==> config.mk <==
export PLATFORM = sky130hd
export DESIGN_NAME = ivpm_top
export DESIGN_NICKNAME = d
export VERILOG_FILES = /design/src/design/ivpm_pkg.sv /design/src/design/ivpm_pick.sv /design/src/design/ivpm_top.sv
export SDC_FILE = /design/constraint.sdc
export NUM_CORES = 1
export LEC_CHECK = 0
export BUFFER_PORTS_ARGS = -buffer_cell sky130_fd_sc_hd__buf_2
export CAP_MARGIN = 5
export CELL_PAD_IN_SITES_DETAIL_PLACEMENT = 1
export CELL_PAD_IN_SITES_GLOBAL_PLACEMENT = 1
export CORE_ASPECT_RATIO = 0.6
export CORE_UTILIZATION = 30
export CTS_BUF_LIST = sky130_fd_sc_hd__clkbuf_8
export DETAILED_ROUTE_END_ITERATION = 16
export GPL_ROUTABILITY_DRIVEN = 0
export PLACE_DENSITY = 0.88
export SETUP_SLACK_MARGIN = 0.1
export SKIP_LAST_GASP = 1
export SYNTH_ARGS = -nofsm -noshare
export SYNTH_HDL_FRONTEND = slang
export SYNTH_SLANG_ARGS = --single-unit
==> constraint.sdc <==
create_clock -name i_clk -period 3.65 [get_ports i_clk]
set_clock_uncertainty 0.15 [all_clocks]
set_input_delay 0.73 -clock i_clk [delete_from_list [all_inputs] [get_ports i_clk]]
set_output_delay 0.73 -clock i_clk [all_outputs]
set_load 0.01 [all_outputs]
==> src/design/ivpm_pkg.sv <==
// Constants and carriers of the interrupt vector and priority map.
`default_nettype none
package ivpm_pkg;

    // --------------------------------------------------------------
    // Widths and vector layout
    // --------------------------------------------------------------
    localparam int unsigned NUM_LEVELS = 25;
    localparam int unsigned LVL_W = 5;
    localparam int unsigned VEC_W = 24;
    localparam logic [VEC_W-1:0] VEC_RESET = 24'h008000;
    localparam logic [VEC_W-1:0] VEC_TRAP = 24'h008004;
    localparam logic [VEC_W-1:0] VEC_LEVEL0 = 24'h008008;
    localparam int unsigned VEC_STRIDE_SHIFT = 2;

    // --------------------------------------------------------------
    // Wake capability per level and connected sources
    // --------------------------------------------------------------
    // Levels 1, 3-7, 10 and 19 may wake from Halt.
    localparam logic [NUM_LEVELS-1:0] WAKE_MASK = 25'h00804fa;
    // Levels 8, 9, 17 and 18 have no source.
    localparam logic [NUM_LEVELS-1:0] USED_MASK = 25'h1f9fcff;

    // --------------------------------------------------------------
    // Carriers
    // --------------------------------------------------------------
    typedef struct packed {
        logic valid;
        logic numbered;
        logic [LVL_W-1:0] level;
        logic [VEC_W-1:0] vector;
    } ivpm_grant_s;

endpackage : ivpm_pkg
`default_nettype wire

==> src/design/ivpm_pick.sv <==
// Lowest-number priority pick over the pending request levels.
`timescale 1ns/1ps
`default_nettype none
module ivpm_pick (
    // Pending requests, already masked to connected levels
    input wire logic [ivpm_pkg::NUM_LEVELS-1:0] i_req,
    // Winner
    output logic o_any,
    output logic [ivpm_pkg::LVL_W-1:0] o_level
);
    always_comb begin
        o_any = 1'b0;
        o_level = '0;
        for (int i = ivpm_pkg::NUM_LEVELS - 1; i >= 0; i--) begin
            if (i_req[i]) begin
                o_any = 1'b1;
                o_level = ivpm_pkg::LVL_W'(i);
            end
        end
    end
endmodule : ivpm_pick
`default_nettype wire

==> src/design/ivpm_top.sv <==
// Interrupt vector and priority map: picks a request and presents its vector.
`timescale 1ns/1ps
`default_nettype none
module ivpm_top (
    // Clock and reset
    input wire logic i_clk,
    input wire logic i_srst,
    // Request sources, bit n is numbered level n
    input wire logic [ivpm_pkg::NUM_LEVELS-1:0] i_irq,
    input wire logic i_trap,
    // Core state
    input wire logic i_halted,
    // Grant to the core
    output logic o_valid,
    output logic o_numbered,
    output logic [ivpm_pkg::LVL_W-1:0] o_level,
    output logic [ivpm_pkg::VEC_W-1:0] o_vector,
    output logic o_wake
);

    // ----------------------------------------------------------------
    // State
    // ----------------------------------------------------------------
    typedef struct packed {
        ivpm_pkg::ivpm_grant_s grant;
        logic wake;
        logic in_reset;
    } ivpm_state_s;

    ivpm_state_s state_q;
    ivpm_state_s state_d;
    logic pick_any;
    logic [ivpm_pkg::LVL_W-1:0] pick_level;
    logic [ivpm_pkg::NUM_LEVELS-1:0] live_req;

    function automatic logic [ivpm_pkg::VEC_W-1:0] level_vector(input logic [ivpm_pkg::LVL_W-1:0] lvl);
        level_vector = ivpm_pkg::VEC_LEVEL0 + (ivpm_pkg::VEC_W'(lvl) << ivpm_pkg::VEC_STRIDE_SHIFT);
    endfunction : level_vector

    // Reserved levels are cut off so a stray line can never raise a grant.
    assign live_req = i_irq & ivpm_pkg::USED_MASK;

    ivpm_pick u_pick (
        .i_req(live_req),
        .o_any(pick_any),
        .o_level(pick_level)
    );

    // ----------------------------------------------------------------
    // Next state
    // ----------------------------------------------------------------
    always_comb begin
        state_d = state_q;
        state_d.in_reset = 1'b0;
        state_d.wake = 1'b0;
        state_d.grant = '0;
        if (i_trap) begin
            state_d.grant.valid = 1'b1;
            state_d.grant.vector = ivpm_pkg::VEC_TRAP;
        end else if (pick_any) begin
            // Fixed map: levels 0..24 land on slots 0x008008..0x008068.
            state_d.grant.valid = 1'b1;
            state_d.grant.numbered = 1'b1;
            state_d.grant.level = pick_level;
            state_d.grant.vector = level_vector(pick_level);
        end
        // Wake uses any capable line, not only the winner.
        if (i_halted && |(live_req & ivpm_pkg::WAKE_MASK)) begin
            state_d.wake = 1'b1;
        end
        if (i_srst) begin
            state_d = '0;
            state_d.in_reset = 1'b1;
            state_d.wake = 1'b1;
            state_d.grant.valid = 1'b1;
            state_d.grant.vector = ivpm_pkg::VEC_RESET;
        end
    end

    always_ff @(posedge i_clk) begin
        state_q <= state_d;
    end

    assign o_valid = state_q.grant.valid;
    assign o_numbered = state_q.grant.numbered;
    assign o_level = state_q.grant.level;
    assign o_vector = state_q.grant.vector;
    assign o_wake = state_q.wake;

    // ----------------------------------------------------------------
    // Checks
    // ----------------------------------------------------------------
    reset_vector_a: assert property (@(posedge i_clk) i_srst |=> o_vector == 24'h008000 && o_wake)
        else $error("reset vector wrong");
    trap_vector_a: assert property (@(posedge i_clk) disable iff (i_srst) i_trap |=> o_vector == 24'h008004 && !o_numbered)
        else $error("trap vector wrong");
    level_slot_a: assert property (@(posedge i_clk) disable iff (i_srst)
        o_numbered |-> o_vector == 24'h008008 + {17'h0, o_level, 2'h0})
        else $error("vector slot mismatch");
    lowest_wins_a: assert property (@(posedge i_clk) disable iff (i_srst)
        !i_trap && i_irq[0] |=> o_numbered && o_level == 5'h00)
        else $error("level 0 not served");
    reserved_idle_a: assert property (@(posedge i_clk) disable iff (i_srst)
        o_numbered |-> !(o_level inside {5'd8, 5'd9, 5'd17, 5'd18}))
        else $error("reserved level granted");
    no_wake_a: assert property (@(posedge i_clk) disable iff (i_srst)
        (i_irq & 25'h00804fa) == '0 |=> !o_wake)
        else $error("wake from incapable source");
    port_wake_a: assert property (@(posedge i_clk) disable iff (i_srst)
        i_halted && i_irq[3] |=> o_wake)
        else $error("port line did not wake");
    i2c_wake_a: assert property (@(posedge i_clk) disable iff (i_srst)
        i_halted && i_irq[19] |=> o_wake)
        else $error("i2c did not wake");

    // ----------------------------------------------------------------
    // Per-source slots
    // ----------------------------------------------------------------
    // Each check fires when its source is the lowest pending request, higher ones allowed, and pins that source to its level and slot.
    top_slot_a: assert property (@(posedge i_clk) disable iff (i_srst)
        !i_trap && i_irq[0]
        |=> o_level == 5'd0 && o_vector == 24'h008008)
        else $error("top level slot wrong");
    wakeup_slot_a: assert property (@(posedge i_clk) disable iff (i_srst)
        !i_trap && i_irq[1] && !i_irq[0]
        |=> o_level == 5'd1 && o_vector == 24'h00800c)
        else $error("auto wakeup slot wrong");
    clock_slot_a: assert property (@(posedge i_clk) disable iff (i_srst)
        !i_trap && i_irq[2] && i_irq[1:0] == '0
        |=> o_level == 5'd2 && o_vector == 24'h008010)
        else $error("clock controller slot wrong");
    port_a_slot_a: assert property (@(posedge i_clk) disable iff (i_srst)
        !i_trap && i_irq[3] && i_irq[2:0] == '0
        |=> o_level == 5'd3 && o_vector == 24'h008014)
        else $error("port a slot wrong");
    port_e_slot_a: assert property (@(posedge i_clk) disable iff (i_srst)
        !i_trap && i_irq[7] && i_irq[6:0] == '0
        |=> o_level == 5'd7 && o_vector == 24'h008024)
        else $error("port e slot wrong");
    spi_slot_a: assert property (@(posedge i_clk) disable iff (i_srst)
        !i_trap && i_irq[10] && i_irq[9:0] == '0
        |=> o_level == 5'd10 && o_vector == 24'h008030)
        else $error("spi slot wrong");
    update_slot_a: assert property (@(posedge i_clk) disable iff (i_srst)
        !i_trap && i_irq[11] && i_irq[10:0] == '0
        |=> o_level == 5'd11 && o_vector == 24'h008034)
        else $error("first timer update slot wrong");
    capture_slot_a: assert property (@(posedge i_clk) disable iff (i_srst)
        !i_trap && i_irq[12] && i_irq[11:0] == '0
        |=> o_level == 5'd12 && o_vector == 24'h008038)
        else $error("first timer capture slot wrong");
    second_update_a: assert property (@(posedge i_clk) disable iff (i_srst)
        !i_trap && i_irq[13] && i_irq[12:0] == '0
        |=> o_level == 5'd13 && o_vector == 24'h00803c && !o_wake)
        else $error("second timer update slot wrong");
    second_capture_a: assert property (@(posedge i_clk) disable iff (i_srst)
        !i_trap && i_irq[14] && i_irq[13:0] == '0
        |=> o_level == 5'd14 && o_vector == 24'h008040)
        else $error("second timer capture slot wrong");
    third_update_a: assert property (@(posedge i_clk) disable iff (i_srst)
        !i_trap && i_irq[15] && i_irq[14:0] == '0
        |=> o_level == 5'd15 && o_vector == 24'h008044)
        else $error("third timer update slot wrong");
    third_capture_a: assert property (@(posedge i_clk) disable iff (i_srst)
        !i_trap && i_irq[16] && i_irq[15:0] == '0
        |=> o_level == 5'd16 && o_vector == 24'h008048)
        else $error("third timer capture slot wrong");
    i2c_slot_a: assert property (@(posedge i_clk) disable iff (i_srst)
        !i_trap && i_irq[19] && i_irq[18:0] == '0
        |=> o_level == 5'd19 && o_vector == 24'h008054)
        else $error("i2c slot wrong");
    serial_tx_a: assert property (@(posedge i_clk) disable iff (i_srst)
        !i_trap && i_irq[20] && i_irq[19:0] == '0
        |=> o_level == 5'd20 && o_vector == 24'h008058)
        else $error("serial transmit slot wrong");
    serial_rx_a: assert property (@(posedge i_clk) disable iff (i_srst)
        !i_trap && i_irq[21] && i_irq[20:0] == '0
        |=> o_level == 5'd21 && o_vector == 24'h00805c)
        else $error("serial receive slot wrong");
    converter_slot_a: assert property (@(posedge i_clk) disable iff (i_srst)
        !i_trap && i_irq[22] && i_irq[21:0] == '0
        |=> o_level == 5'd22 && o_vector == 24'h008060 && !o_wake)
        else $error("converter slot wrong");
    byte_timer_a: assert property (@(posedge i_clk) disable iff (i_srst)
        !i_trap && i_irq[23] && i_irq[22:0] == '0
        |=> o_level == 5'd23 && o_vector == 24'h008064)
        else $error("eight bit timer slot wrong");
    memory_slot_a: assert property (@(posedge i_clk) disable iff (i_srst)
        !i_trap && i_irq[24] && i_irq[23:0] == '0
        |=> o_level == 5'd24 && o_vector == 24'h008068)
        else $error("data memory slot wrong");

    // ----------------------------------------------------------------
    // Wake and grant shape
    // ----------------------------------------------------------------
    // Wake follows the core state one cycle late, so a core that has just woken still sees wake for one cycle.
    wakeup_wake_a: assert property (@(posedge i_clk) disable iff (i_srst)
        i_halted && i_irq[1]
        |=> o_wake)
        else $error("auto wakeup did not wake");
    port_e_wake_a: assert property (@(posedge i_clk) disable iff (i_srst)
        i_halted && i_irq[7]
        |=> o_wake)
        else $error("port e line did not wake");
    spi_wake_a: assert property (@(posedge i_clk) disable iff (i_srst)
        i_halted && i_irq[10]
        |=> o_wake)
        else $error("spi did not wake");
    awake_quiet_a: assert property (@(posedge i_clk) disable iff (i_srst)
        !i_halted
        |=> !o_wake)
        else $error("wake while core awake");
    idle_grant_a: assert property (@(posedge i_clk) disable iff (i_srst)
        !i_trap && (i_irq & 25'h1f9fcff) == '0
        |=> !o_valid)
        else $error("grant without request");
    numbered_valid_a: assert property (@(posedge i_clk) disable iff (i_srst)
        o_numbered
        |-> o_valid)
        else $error("numbered grant not valid");
    pick_order_a: assert property (@(posedge i_clk) disable iff (i_srst)
        !i_trap && i_irq[12] && i_irq[20] && (i_irq[11:0] & 12'hcff) == '0
        |=> o_level == 5'd12)
        else $error("lower level not served first");

endmodule : ivpm_top
`default_nettype wire

Word level (Yosys, flattened, before mapping). Cells that the tools add are included.

Register bits: 32. Bits in latches: 0. Memory bits (writable): 0. ROM bits: 0. Input bits: 29. Output and inout port bits: 32. Logic and storage cells: 58. Memories: 0.

Add/sub/neg operators: 1. Multiply operators: 0. Divide/modulo/power cells: 0. $lt $le $gt $ge: 0. Equality and inequality tests: 0. Shift-type cells: 0. Multiplexer cells: 45. Bitwise logic cells: 1. Reduce and logical (&&, ||, !) cells: 4.

Operators by type and width (number): 5-bit 2-to-1 mux (21); 31-bit 2-to-1 mux (1); 1-bit 2-to-1 mux (22); 16-bit by 7-bit adder with 17-bit output (first input constant) (1); 8-bit OR reduction (1); 3-bit 2-to-1 mux (1); 3-bit OR reduction (1); 2-bit OR reduction (1); 1-bit logical AND (1); 1-bit NOT (1).

Longest topological paths before layout. Gate-level depths: netlist of the first run.

Depth after elaboration: 24. Mapped depth: 7.

By module. From an unflattened synthesis of the first run, not the netlist that was laid out.

Cells, all modules: 106. Area, all modules: 873.3 um^2.

Modules (own cells, without submodules): ivpm_top (times used 1, cells each 57, area each 578.1 um^2, sequential area each 280.3 um^2); ivpm_pick (times used 1, cells each 49, area each 295.3 um^2, sequential area each 0.0 um^2).

Worst setup path after synthesis of the first run. Ideal clock, no wire load.

Kind: input -> register. From: input i_irq[3] (netlist bit). To: register state_q (netlist bit o_vector[6]). Arrival: 2.011 ns. Data required time: 3.421 ns. Setup slack: 1.410 ns. Cell stages on the path: 4. Path through: or4_4 -> nand2b_4 -> or4_4 -> a211oi_2.

Longest elaborated chain between the ends: 6. Elaborated cells between the ends (all ways): 11. Classes of those cells: 1 x add/sub; 8 x mux; 1 x bitwise; 1 x reduce/logical.

RTL lines: start: declaration (RTL line ivpm_top.sv:9) `input wire logic [ivpm_pkg::NUM_LEVELS-1:0] i_irq,`; branches (longest 6 deep; another with 16-bit by 7-bit adder with 17-bit output); end signal: assignment (RTL line ivpm_top.sv:81) `state_q <= state_d;`; end: declaration (RTL line ivpm_top.sv:30) `ivpm_state_s state_q;`.

Several ways; the timed one is not identified. A chain may end at the register's enable or synchronous reset.

Final worst setup path of the first run.
From: input i_irq[15] (netlist bit). To: register state_q (netlist bit o_level[2]).

Longest elaborated chain between the ends: 16. Elaborated cells between the ends (all ways): 30. Classes of those cells: 28 x mux; 1 x bitwise; 1 x reduce/logical.

RTL lines: 1-bit 2-to-1 mux (14 in series) (RTL line ivpm_pick.sv:15) `if (i_req[i]) begin`; 1-bit NOT (no line); 3-bit OR reduction (no line).

Parallel ways exist; a longest one is shown, timed or not.

==> results of run 1 <==
how the worst min path moves through the flow:
stage                   to  cells after the start  slack (ps)
floorplan           o_wake                      1         670
global placement    o_wake                      2         790
detailed placement  o_wake                      2         790
CTS                 o_wake                      2         540
global route        o_wake                      2         550
finish              o_wake                      2         550
cells in the mapped netlist (2+ instances only):
master / count
and2_1: 5
buf_4: 18
dfxtp_1: 14
a21oi_1: 2
inv_1: 4
a221oi_1: 2
nor4_1: 3
or4_4: 2
nor2_1: 15
nand3_1: 2
nor3_1: 2
nand2_1: 5
o21ai_0: 2
per-stage QoR:
| stage | setup WS [ps] | util | hold WS, ps | instance area [um2] | std cells |
|---|---|---|---|---|---|
| finish | 1290 | 0.411 | 549 | 1060 | 172 |
| global route | 1200 | 0.411 | 547 | 1060 | 172 |
| CTS | 1330 | 0.411 | 541 | 1060 | 172 |
| detailed placement | 1080 | 0.389 | 788 | 1000 | 168 |
| global placement | 1140 | 0.389 | 786 | 1000 | 168 |
| floorplan | 1410 | - | 666 | 902 | 115 |
per-layer routing:
layer / track usage / share of wire / up-vias
met3: 0.0523 / 0.093 / 2
met5: 0 / 0 / -
met4: 0.0120 / 0.0038 / 0
met2: 0.242 / 0.45 / 39
li1: - / - / 388
met1: 0.187 / 0.45 / 352
area by class of cell:
cell class | instances | area share
multi-input combinational | 78 | 0.443
sequential | 14 | 0.265
timing repair buffer | 39 | 0.185
clock buffer | 4 | 0.0521
tap | 32 | 0.0379
inverter | 5 | 0.0178
state kept, by name, summed over array words and instances, names as in the netlist:
signal      flops
o_vector        6
o_wake          1
o_numbered      1
o_valid         1
o_level         5
logic make-up (layout without fill, tap and decap cells):
logic type / Yosys count / after routing / share of synthesized area
compound gates: 17 / 17 / 0.156
simple gates: 42 / 42 / 0.299
xor+xnor: 1 / 1 / 0.0104
buf+inv: 23 / 48 / 0.183
fa+ha+maj: 1 / 1 / 0.0149
other cells: 1 / 17 / 0.00445
flops: 14 / 14 / 0.333
power breakdown:
| part | internal, W | switching [W] | leakage, nW |
|---|---|---|---|
| Sequential | 0.000157 | 0.000000842 | 0.114 |
| Clock | 0.0000954 | 0.0000498 | 0.0288 |
| Combinational | 0.0000225 | 0.0000366 | 0.379 |
cell usage in the layout, fill, tap and decap left out, types with 2 or more instances in the layout:
cell	n
and2_1	5
conb_1	17
nor2_1	15
nor3_1	2
nor4_1	3
nand2_1	5
clkbuf_8	4
buf_2	39
nand3_1	2
a221oi_1	2
inv_1	4
or4_4	2
a21oi_1	2
dfxtp_1	14
o21ai_0	2
==> results.cfg, run 1 <==
[global_route]
grt_start_max_net_pins = 9
grt_pass1_wl_mm = 3.40
antenna_found_initial = 0
grt_pass1_vias = 737
grt_usage = 0.145
overflow = 0

[clock_tree]
cts_resized = 0
post-cts-setup-buffer-count = 0
cts_tree = built
cts_num_sinks = 14
cts-root-buf = clkbuf_8
ctsHoldBuffers = 0
htreeDepth = 1
numCtsBuffers = 3
path_clk_slew_ps = 50
cts.path.max_buffers = 2

[placement]
hpwl_mm = 1.82
io_buffers = 39

[layout]
fill_cells = 330
drive_above_1_share = 0.371
nets = 171
area_delta_synth_final_pct = 25.6
seq_area_um2 = 280
multi_input_area_um2 = 468
antenna_cells = 0

[worst_setup_path]
cp_num_buf_inv = 2
crit_required_ps = 3630
endpoint = o_level[2]
crit_path_start = i_irq[15]
slowest_stage = nor4_1
path_class = in -> reg
worst_path_largest_cell_delay_ps = 630
crit_path_cell_trace = buf_2 -> nor4_1 -> nand2_1 -> nor3b_2 -> nand2b_2 -> inv_2 -> and2_1
cp-end-kind = flip-flop
crit_fanout = 6
crit_family = simple AND/OR/NAND/NOR gates
cp.depth = 7
critical_path_arrival_ps = 2350
startpoint_type = input port

[floorplan]
initial_core_util = 0.327
die_w_um = 70.4
die_h_um = 43.0
fp.coreArea_mm2 = 0.00257
die_area_mm2 = 0.00303
io_pins = 61
fp-row-count = 14

[yosys]
ys_ff_latch = 14
async_flop_share = 0
seq_area_frac_synth = 0.333
synth_area_per_cell_um2 = 8.51
yosysWarnings = 0
synth_area_leaders = dfxtp_1 33%, buf_4 16%, nor2_1 6.7%, and2_1 3.7%, or4_4 2.7%
syn-instance-count = 99
yosysTopAreaCellShare = 0.333
synth_edf_count = 0
synth_cell_type_count = 36
syn-cell-area_um2 = 842
ys.flop_type = dfxtp_1
post-synth-top-area-cell = dfxtp_1

[outcome]
status = finished clean

[timing]
period_minus_slack_ps = 2360
max_freq_mhz = 423
slew_violations = 0
tightest_slew_ps = 703
fin_setup_tns_ps = 0
fin_crit_sh = 0.648
final-setup-viol-count = 0
rsz0062_at_grt = false
slew_headroom = 0.527
hold_violations = 0

[detailed_routing]
routed_via_density = 4.54
drc = 0
firstDrtPassIters = 4
final_antenna_net_count = 0
detailroute.via_count = 781
routedWlPerCell_um = 12.1
drt-initial-drc-count = 11
routed_wl_mm = 2.08

[power]
ir_drop_uv = 128
p_leak_nw = 0.522
total_power_w = 0.000362
p_per_area_mw_per_mm2 = 342

[run]
cap_violations = 0

[min_path]
hold_class = in -> reg
hold_start = i_halted
Note: power is estimated with default switching activity, not from simulation.
==> run 2: changes to the inputs <==
--- a/config.mk
+++ b/config.mk
@@ -10,11 +10,11 @@
 export CELL_PAD_IN_SITES_DETAIL_PLACEMENT = 1
 export CELL_PAD_IN_SITES_GLOBAL_PLACEMENT = 1
 export CORE_ASPECT_RATIO = 0.6
-export CORE_UTILIZATION = 30
+export CORE_UTILIZATION = 25
 export CTS_BUF_LIST = sky130_fd_sc_hd__clkbuf_8
 export DETAILED_ROUTE_END_ITERATION = 16
 export GPL_ROUTABILITY_DRIVEN = 0
-export PLACE_DENSITY = 0.88
+export PLACE_DENSITY = 0.79
 export SETUP_SLACK_MARGIN = 0.1
 export SKIP_LAST_GASP = 1
 export SYNTH_ARGS = -nofsm -noshare
==> constraint.sdc (replaced) <==
create_clock -name i_clk -period 1.9 [get_ports i_clk]
set_clock_uncertainty 0.15 [all_clocks]
set_input_delay 0.38 -clock i_clk [delete_from_list [all_inputs] [get_ports i_clk]]
set_output_delay 0.38 -clock i_clk [all_outputs]
set_load 0.01 [all_outputs]
==> results.cfg, run 2 (synthesis gave the netlist of run 1 again) <==
[placement]
io_buffers = 39
hpwl_mm = 2.19
dpl-instance-area_mm2 = 0.00112

[detailed_routing]
routedWlPerCell_um = 12.5
routed_wl_mm = 2.41
routed_via_density = 4.36
firstDrtPassIters = 4
drc = 0
final_antenna_net_count = 0
drt-initial-drc-count = 11
detailroute.via_count = 841

[layout]
final_cell_area_mm2 = 0.00117
antenna_cells = 0
layout_commonest_cell = buf_2
seq_area_um2 = 280
drive_above_1_share = 0.444
multi_input_area_um2 = 494
final_cell_mix = 39 x buf_2, 17 x conb_1, 14 x nor2_1, 14 x dfxtp_1, 12 x buf_4
nets = 183
fill_cells = 392
largest_reg_flops = 6
area_delta_synth_final_pct = 39.2

[clock_tree]
cts-root-buf = clkbuf_8
cts_tree = built
path_clk_slew_ps = 50
htreeDepth = 1
ctsHoldBuffers = 0
post-cts-setup-buffer-count = 0
cts.path.max_buffers = 2
numCtsBuffers = 3
cts_num_sinks = 14

[floorplan]
io_pins = 61
fp-row-count = 15
die_w_um = 76.9
die_h_um = 47.0
die_area_mm2 = 0.00361
initial_core_util = 0.277
fp.coreArea_mm2 = 0.00304

[worst_setup_path]
critical_path_arrival_ps = 1840
crit_fanout = 3
path_class = in -> reg
cp-end-kind = flip-flop
startpoint_type = input port
crit_required_ps = 1900

[timing]
slew_violations = 0
hold_slack_ps = 188
final-setup-viol-count = 0
max_freq_mhz = 546
rsz0062_at_grt = true
hold_violations = 0
period_minus_slack_ps = 1830
fin_crit_sh = 0.964

[global_route]
grt_start_max_net_pins = 8
grt_pass1_vias = 816
grt_usage = 0.137
overflow = 0
antenna_found_initial = 0
grt_pass1_wl_mm = 3.67

[power]
p_per_area_mw_per_mm2 = 560
ir_drop_uv = 198
p_leak_nw = 0.581

[run]
cap_violations = 0

[min_path]
hold_class = in -> reg

[outcome]
status = finished clean
## run 2: final cells by class
cell class / instances / share of cell area
flip-flops and latches: 14 / 0.239
clock buffers: 3 / 0.0352
repair buffers: 51 / 0.243
multi-input cells: 78 / 0.422
well taps: 42 / 0.0448
inverters: 5 / 0.0160
## run 2: critical path, cell delays in order
cell and delay (ps):
buf_2 110, or4_4 540, nand2b_4 170, or4_4 490, a211oi_2 140
## run 2: final timing paths
kind / startpoint / end / cells past startpoint
hold / removal: i_halted / o_wake / 2
setup / recovery: i_irq[3] / o_vector[6] / 5
## run 2: stage by stage
step	setup WS [ps]	TNS, ps	power [W]	utilization	std cells
after floorplan	9.74	0	0.000390	-	115
after global placement	-145	-721	0.000432	0.367	190
after detailed placement	-178	-1090	0.000438	0.367	190
after CTS	65.5	0	0.000665	0.382	193
after global routing	39.4	0	0.000696	0.386	193
final	67.6	0	0.000657	0.386	193
## run 2: power by group
part / internal (W) / total [W] / switching, W
clock network: 0.000139 / 0.000222 / 0.0000832
registers: 0.000302 / 0.000303 / 0.00000134
logic: 0.0000552 / 0.000132 / 0.0000768
total: 0.000496 / 0.000657 / 0.000161
## run 2: repair_timing
item / CTS / global route
pin swaps: 0 / 1
gates resized for setup: 1 / 2
hold endpoints to repair: 0 / 0
setup endpoints to repair: 2 / 3
## run 2: metal layers
layer  track usage  share of wire  vias up
li1              -              -      414
met1         0.140           0.41      390
met2         0.268           0.51       31
met3        0.0563          0.063        6
met4        0.0500          0.022        0
met5             0              0        -
